===== src/rtl/keyed_divider_regs.svh =====
`ifndef KEYED_DIVIDER_REGS_SVH
`define KEYED_DIVIDER_REGS_SVH

// ----------------------------------------
// widths and divisor range
// ----------------------------------------
`define KD_CODE_W 4
`define KD_DIV_MIN 1
`define KD_DIV_MAX 16
`define KD_KEYS 16

// ----------------------------------------
// timing: clock rate and scan dwell
// ----------------------------------------
`define KD_CLK_MHZ 10
// dwell per keypad row in microseconds
`define KD_ROW_DWELL_US 1000
// cycles per row dwell, derived from time and clock rate
`define KD_ROW_DWELL_CYCLES (`KD_ROW_DWELL_US * `KD_CLK_MHZ)
// full scans that must agree before a key is accepted
`define KD_DEBOUNCE_SCANS 4

// ----------------------------------------
// reset values
// ----------------------------------------
`define KD_CODE_RESET 4'h0
`define KD_ROW_RESET 2'h0

`endif


===== src/rtl/keyed_divider_pkg.sv =====
package keyed_divider_pkg;

  // ----------------------------------------
  // debounce states, gray along idle-bounce-held-release
  // ----------------------------------------
  typedef enum logic [1:0]
  {
    ST_IDLE = 2'h0,
    ST_BOUNCE = 2'h1,
    ST_HELD = 2'h3,
    ST_RELEASE = 2'h2
  } debounce_state_t;

  typedef logic [3:0] key_code_t;

endpackage


===== src/rtl/sync_two_ff.sv =====
module sync_two_ff #(
  parameter int WIDTH = 1
) (
  input wire logic clock_in,
  input wire logic srst_in,
  input wire logic [WIDTH-1:0] async_in,
  output logic [WIDTH-1:0] sync_out
);

  logic [WIDTH-1:0] meta_q;
  logic [WIDTH-1:0] sync_q;

  // ----------------------------------------
  // two flops, the first read only by the second
  // ----------------------------------------
  always_ff @(posedge clock_in)
  begin
    if (srst_in)
    begin
      meta_q <= '0;
      sync_q <= '0;
    end
    else
    begin
      meta_q <= async_in;
      sync_q <= meta_q;
    end
  end

  assign sync_out = sync_q;

endmodule


===== src/rtl/keyed_divider.sv =====
// How it works
// - the input frequency is divided by a divisor n from 1 to 16 picked by a key.
// - each key is encoded as 16 minus its label, so key 16 gives 0, key 1 gives 15, key 5 gives 1011.
// - the keypad matrix is scanned, a pressed key is found and debounced before it is encoded.
// - the code of the last pressed key is held in a register and stays on the code outputs until another key.
// - the divider feedback drives the code output enable, so the code floats in one feedback state.
// - the phase-control input of each stage reads zero whenever the code outputs float.
// - an active one on a code bit inverts the clock passed from that stage to the next.
// - a zero or floating code bit passes the stage clock with no inversion.
// - the output and the feedback change state once every n/2 input periods.
// - on each feedback transition every stage with a one flips phase, adding one count of weight 1 to 8.
// - the divided output has equal high and low times for every divisor, odd or even.
`include "keyed_divider_regs.svh"

module keyed_divider #(
  parameter int ROW_DWELL_CYCLES = `KD_ROW_DWELL_CYCLES,
  parameter int DEBOUNCE_SCANS = `KD_DEBOUNCE_SCANS
) (
  input wire logic clock_in,
  input wire logic srst_in,
  input wire logic freq_in,
  input wire logic [3:0] col_n_in,
  output logic [3:0] row_n_out,
  output keyed_divider_pkg::key_code_t code_out,
  output logic code_oe_out,
  output logic key_strobe_out,
  output logic div_out
);
  import keyed_divider_pkg::*;

  // ----------------------------------------
  // elaboration checks
  // ----------------------------------------
  if (ROW_DWELL_CYCLES < 4)
  begin : g_bad_dwell
    $error("row dwell must cover the column synchroniser delay");
  end
  if (DEBOUNCE_SCANS < 2 || DEBOUNCE_SCANS > 15)
  begin : g_bad_deb
    $error("debounce scan count must be 2 to 15");
  end

  // ----------------------------------------
  // helpers
  // ----------------------------------------
  // lowest pulled-low column, columns are active low
  function automatic logic [1:0] first_low(input logic [3:0] cols_n);
    logic [1:0] idx;
    idx = 2'h0;
    for (int i = 3; i >= 0; i--)
    begin
      if (!cols_n[i])
      begin
        idx = 2'(i);
      end
    end
    return idx;
  endfunction

  // ----------------------------------------
  // declarations
  // ----------------------------------------
  logic [3:0] cols_s;
  logic freq_s;
  logic freq_prev_q;
  logic [$clog2(ROW_DWELL_CYCLES)-1:0] dwell_q;
  logic row_tick;
  logic [1:0] row_q;
  logic row_hit;
  logic scan_done;
  logic scan_hit;
  logic [3:0] scan_key;
  logic hit_q;
  logic [3:0] hit_key_q;
  debounce_state_t state_q;
  debounce_state_t state_d;
  logic [3:0] cand_q;
  logic [3:0] agree_q;
  logic accept;
  key_code_t code_q;
  logic fb_q;
  logic [3:0] count_q;
  logic half_edge;
  logic fb_flip;
  logic [3:0] xor_in;
  logic [3:0] xor_next;
  logic [3:0] phase_flip;

  // ----------------------------------------
  // synchronisers for the pins
  // ----------------------------------------
  sync_two_ff #(.WIDTH(4)) u_col_sync (
    .clock_in(clock_in),
    .srst_in(srst_in),
    .async_in(col_n_in),
    .sync_out(cols_s)
  );

  sync_two_ff #(.WIDTH(1)) u_freq_sync (
    .clock_in(clock_in),
    .srst_in(srst_in),
    .async_in(freq_in),
    .sync_out(freq_s)
  );

  // ----------------------------------------
  // row dwell divider and row sequencing
  // ----------------------------------------
  assign row_tick = (dwell_q == ($bits(dwell_q))'(ROW_DWELL_CYCLES - 1));
  assign row_hit = (cols_s != 4'hF);
  assign scan_done = row_tick && (row_q == 2'h3);
  assign scan_hit = hit_q || row_hit;
  // position row*4+col; the keys are laid out so this already equals 16 - label
  assign scan_key = hit_q ? hit_key_q : {row_q, first_low(cols_s)};
  // one row pulled low at a time, the rest released high
  assign row_n_out = ~(4'h1 << row_q);

  // scan the matrix
  // columns are read only at the end of a dwell so the sync delay has long settled
  always_ff @(posedge clock_in)
  begin
    if (srst_in)
    begin
      dwell_q <= '0;
      row_q <= `KD_ROW_RESET;
      hit_q <= 1'b0;
      hit_key_q <= 4'h0;
    end
    else
    begin
      dwell_q <= row_tick ? '0 : dwell_q + 1'b1;
      if (row_tick)
      begin
        row_q <= row_q + 2'h1;
        hit_q <= scan_done ? 1'b0 : scan_hit;
        hit_key_q <= scan_done ? 4'h0 : scan_key;
      end
    end
  end

  // ----------------------------------------
  // debounce state machine, one step per full scan
  // ----------------------------------------
  // debounce the key
  assign accept = scan_done && (state_q == ST_BOUNCE) && scan_hit && (scan_key == cand_q)
    && (agree_q == 4'(DEBOUNCE_SCANS - 1));

  always_comb
  begin
    state_d = state_q;
    case (state_q)
      ST_IDLE:
        state_d = scan_hit ? ST_BOUNCE : ST_IDLE;
      ST_BOUNCE:
        if (!scan_hit)
        begin
          state_d = ST_IDLE;
        end
        else if (accept)
        begin
          state_d = ST_HELD;
        end
      ST_HELD:
        state_d = scan_hit ? ST_HELD : ST_RELEASE;
      ST_RELEASE:
        state_d = scan_hit ? ST_HELD : ST_IDLE;
      default:
        state_d = ST_IDLE;
    endcase
  end

  // a held key is accepted once; a second key needs a clean release first
  always_ff @(posedge clock_in)
  begin
    if (srst_in)
    begin
      state_q <= ST_IDLE;
      cand_q <= 4'h0;
      agree_q <= 4'h0;
    end
    else if (scan_done)
    begin
      state_q <= state_d;
      cand_q <= scan_key;
      agree_q <= (scan_hit && scan_key == cand_q && state_q == ST_BOUNCE) ? agree_q + 4'h1 : 4'h1;
    end
  end

  always_ff @(posedge clock_in)
  begin
    if (srst_in)
    begin
      code_q <= `KD_CODE_RESET;
      key_strobe_out <= 1'b0;
    end
    else
    begin
      key_strobe_out <= accept;
      if (accept)
      begin
        code_q <= cand_q;
      end
    end
  end

  // ----------------------------------------
  // phase-controlled counter
  // ----------------------------------------
  // feedback gates the code outputs
  assign code_oe_out = ~fb_q;
  assign code_out = code_q;
  assign xor_in = code_q & {4{code_oe_out}};
  // gate input after the coming feedback change
  assign xor_next = code_q & {4{fb_q}};
  // stages whose phase inverts at the transition add their weight
  assign phase_flip = xor_in ^ xor_next;
  // both input edges count, each is half an input period
  assign half_edge = freq_s ^ freq_prev_q;
  // n half periods from the reload to the carry
  assign fb_flip = half_edge && (count_q == 4'hF);

  // reload at every feedback change, so both halves last n half periods
  always_ff @(posedge clock_in)
  begin
    if (srst_in)
    begin
      freq_prev_q <= 1'b0;
      count_q <= 4'h0;
      fb_q <= 1'b0;
    end
    else
    begin
      freq_prev_q <= freq_s;
      if (fb_flip)
      begin
        count_q <= phase_flip;
        fb_q <= ~fb_q;
      end
      else if (half_edge)
      begin
        count_q <= count_q + 4'h1;
      end
    end
  end

  assign div_out = fb_q;

  // ----------------------------------------
  // checks
  // ----------------------------------------
  logic [4:0] span_q;
  logic [3:0] load_q;

  // half periods since the last feedback change and the weight loaded then
  always_ff @(posedge clock_in)
  begin
    if (srst_in)
    begin
      span_q <= 5'h0;
      load_q <= 4'h0;
    end
    else if (fb_flip)
    begin
      span_q <= 5'h0;
      load_q <= phase_flip;
    end
    else if (half_edge)
    begin
      span_q <= span_q + 5'h1;
    end
  end
endmodule


===== config.mk =====
export PLATFORM = sky130hd
export DESIGN_NAME = keyed_divider
export DESIGN_NICKNAME = d
export VERILOG_FILES = /design/src/rtl/keyed_divider_pkg.sv /design/src/rtl/sync_two_ff.sv /design/src/rtl/keyed_divider.sv
export VERILOG_INCLUDE_DIRS = /design/src /design/src/rtl
export SDC_FILE = /design/constraint.sdc
export NUM_CORES = 1
export LEC_CHECK = 0
export BUFFER_PORTS_ARGS = -buffer_cell sky130_fd_sc_hd__buf_2
export CORE_UTILIZATION = 59
export CTS_CLUSTER_DIAMETER = 100
export DETAILED_ROUTE_END_ITERATION = 8
export PLACE_DENSITY_LB_ADDON = 0.2
export SLEW_MARGIN = 0
export SYNTH_ARGS = -nofsm -noshare
export SYNTH_HDL_FRONTEND = slang
export SYNTH_HIERARCHICAL = 1
export SYNTH_SLANG_ARGS = --single-unit

===== constraint.sdc =====
create_clock -name clock_in -period 2.1 [get_ports clock_in]
set_input_delay 0.315 -clock clock_in [delete_from_list [all_inputs] [get_ports clock_in]]
set_output_delay 0.315 -clock clock_in [all_outputs]
set_load 0.01 [all_outputs]

==> summary.md <==
| Metric | Value |
|---|---|
| Outcome | `complete, no violations` |
| Root buffer cell | `clkbuf_8` |
| Final Util | `68.9%` |
| Arrival @ worst endpoint | `2.10 ns` |
| Syn_nets | `270` |
| Synthesis warning total | `6` |
| DRC Markers | `0` |
| Routed vias | `1,761` |
| Worst-margin pin slew | `0.383 ns` |
| Initial drt markers | `91` |
| Req. time, crit path | `2.32 ns` |
| Unrepaired setup endpoints after global routing | `no` |
| Sw frac | `22.0%` |
| LEAKAGE | `0.998 nW` |
| # fillers | `312` |
| Yosys top cell area share | `44.5%` |
| Synth Area in Adders | `5.35%` |
| Pre-antenna DRT Iters | `4` |
| CTS tree | `done` |
| Max FO, Critical Path | `12` |
| Vias per cell | `5.39` |
| Minimum clock period | `1.88 ns` |
| Proportion of layout cells with a drive suffix above 1 | `15.8%` |
| Sequential power share | `62.4%` |
| GRT Overall Usage | `20.7%` |
| Number of nets still failing antenna checks after routing | `0` |
| Final setup viols | `0` |
| Reg2Reg Setup Slack | `0.22 ns` |
| First-pass GRT wire length | `6.64 mm` |
| Clock tree buffer depth | `2` |
| Syn_area_per_cell | `9.24 um^2` |
| Synth Register Bits | `52` |
| Switching power | `0.000358 W` |
| Max VDD drop | `0.000448 V` |
| CP Capture Type | `flop` |
| Synth Area in Compound Gates | `11.9%` |
| Row cnt | `22` |
| Clock sink total | `52` |
| Vias in the first global route | `1,572` |
| Synth cell types | `49` |
| Clock buffer count from CTS | `5` |
| IO Count | `18` |
| Max-slew violation count | `0` |
| Detailed Route WL | `3.93 mm` |
| Hold WS | `0.216 ns` |
| Setup TNS | `0 ns` |
| Clk pin slew, worst setup/hold paths | `0.08 ns` |
| Number of port buffers | `17` |
| Mapped Cells | `253` |
| Crit Path Class | `reg -> reg` |
| Starting Density | `62.4%` |
| Post-CTS Setup Bufs | `0` |
| Die width | `64.9 um` |
| Post-synth ARST share | `0%` |
| Hold Path Class | `in -> reg` |
| EDFF count, synth | `0` |
| Top FF cell, synth | `dfxtp_1` |
| Antenna cell count | `0` |
| Max-cap viol count | `0` |
| Die ar. | `4220 um^2` |
| Relative slew slack | `74.4%` |
| Clk pwr share | `33.9%` |
| Post-Syn Area | `2340 um^2` |
| Simple-gate area share of the yosys netlist | `24.0%` |
| Tot Pwr | `0.00162 W` |
| Combinational share of power | `3.7%` |
| Most frequent cells in the layout | `dfxtp_1, nor2_1, nand2_1, buf_2` |
| Post-synthesis xor/xnor area fraction | `6.37%` |
| Area Overhead vs Synth | `10.3%` |
| Fmax | `532 MHz` |
| Top cell type by total area after synthesis | `dfxtp_1` |
| Final GP Congestion | `0.795` |
| Die height | `64.9 um` |
| Internal cell power | `0.00127 W` |
| # H-tree levels | `2` |
| Top post-synthesis cells by area | `dfxtp_1, nor2_1, ha_1` |
| Grt ovf | `0` |
| Largest family of logic cells by synthesized area | `simple AND/OR/NAND/NOR gates` |
| Worst Setup Start Kind | `flop` |
| PwrDens | `630 nW/um^2` |
| Mux contribution to synthesized area | `3.16%` |
| Seq/Total Area, Yosys | `44.5%` |
| Maximum number of pins on one net before global-route repair | `27` |
| Crit share post-route | `89.5%` |
| Nets@finish | `295` |
| Max Clock Skew | `0.00857 ns` |
| HPWL after detailed placement | `2.81 mm` |
| Clk_lat worst skew | `0.31 ns` |
| Final Hold Fails | `0` |
| Routed len/inst | `12.0 um` |
| Initial antenna violation count | `0` |
| Core area | `3740 um^2` |
| Hold buffer count at cts | `0` |
| Most common cell after layout, fill and taps aside | `dfxtp_1` |
cells by family (layout without fill, tap and decap cells):
kind of cell             Yosys count  count (layout)
AND/OR/NAND/NOR                  106             106
buffers and inverters             21              47
flip-flops                        52              52
AO/OA/AOI/OAI                     40              40
multiplexers                       7               7
XOR/XNOR                          17              17
adder cells (fa/ha/maj)           10              10
per-layer routing:
metal	wire length [um]	track usage (%)	up-vias
met4	102	11.9	0
met2	1890	35.3	19
met5	0	0	-
li1	-	-	924
met3	100	4.23	9
met1	1840	23.7	809
path summary, 6_finish.rpt:
path	end	from	cells past startpoint
worst max register to register	state_q[0]	hit_q	6
worst max-delay path	state_q[0]	hit_q	6
worst min register to register	u_freq_sync/sync_out	u_freq_sync/meta_q	1
worst min-delay path	u_col_sync/meta_q[2]	col_n_in[2]	2
registers in the layout, summed over array words and instances (netlist names):
name and cells:
u_freq_sync/meta_q 1, hit_q 1, row_q 2, state_q 2
code_out 4, u_freq_sync/sync_out 1, dwell_q 14, u_col_sync/meta_q 4
div_out 1, u_col_sync/sync_out 4, count_q 4, freq_prev_q 1
hit_key_q 4, key_strobe_out 1, agree_q 4, cand_q 4
critical path, cell delays in order, from the launching register on:
cell      delay (ns)
dfxtp_2         0.48
mux2i_1         0.21
a31o_2          0.16
xor2_1          0.23
and3_1          0.39
nand2_4         0.09
a311oi_2        0.25
cells in the mapped netlist, types with 2 or more instances:
master	instances
nand2b_1	2
clkbuf_1	2
o21a_1	2
dfxtp_1	52
mux2i_1	6
o21ai_0	5
nor3_1	5
xnor2_1	10
nor2b_1	12
a22oi_1	2
nor2_1	34
xor2_1	7
and3_1	5
a311oi_1	2
nand4_1	7
buf_6	3
nand2_1	17
and4_1	3
nor3b_1	2
inv_1	13
or3_1	3
a21oi_1	13
a211oi_1	5
nand3_1	7
ha_1	10
power groups by stage:
stage	clock network, W	registers, W	logic, W
2_1_floorplan	0	0.00103	0.0000449
3_3_place_gp	0	0.00104	0.0000596
3_5_place_dp	0	0.00104	0.0000613
4_1_cts	0.000574	0.00101	0.0000611
5_1_grt	0.000618	0.00102	0.0000665
6_report	0.000551	0.00101	0.0000602
area by class of cell:
class	count	area, um^2	area share, %
clock buffer	6	72.6	2.81
inverter	13	48.8	1.89
tap	48	60.1	2.33
multi-input combinational	180	1190	46.1
clock inverter	2	13.8	0.534
sequential	52	1040	40.4
timing repair buffer	26	153	5.92
stage by stage:
stage | instances | setup slack [ns] | area, um^2
detailed placement | 319 | 0.0960 | 2490
global placement | 319 | 0.176 | 2490
floorplan | 253 | 0.301 | 2340
global route | 327 | 0.0325 | 2580
CTS | 327 | 0.0924 | 2580
finish | 327 | 0.221 | 2580
what timing repair did:
| action | in CTS | in global routing |
|---|---|---|
| setup endpoints to repair | 0 | 5 |
| resized for setup | 0 | 1 |
| endpoints found under the hold margin | 0 | 0 |
Power figures use the tool's default switching activity.
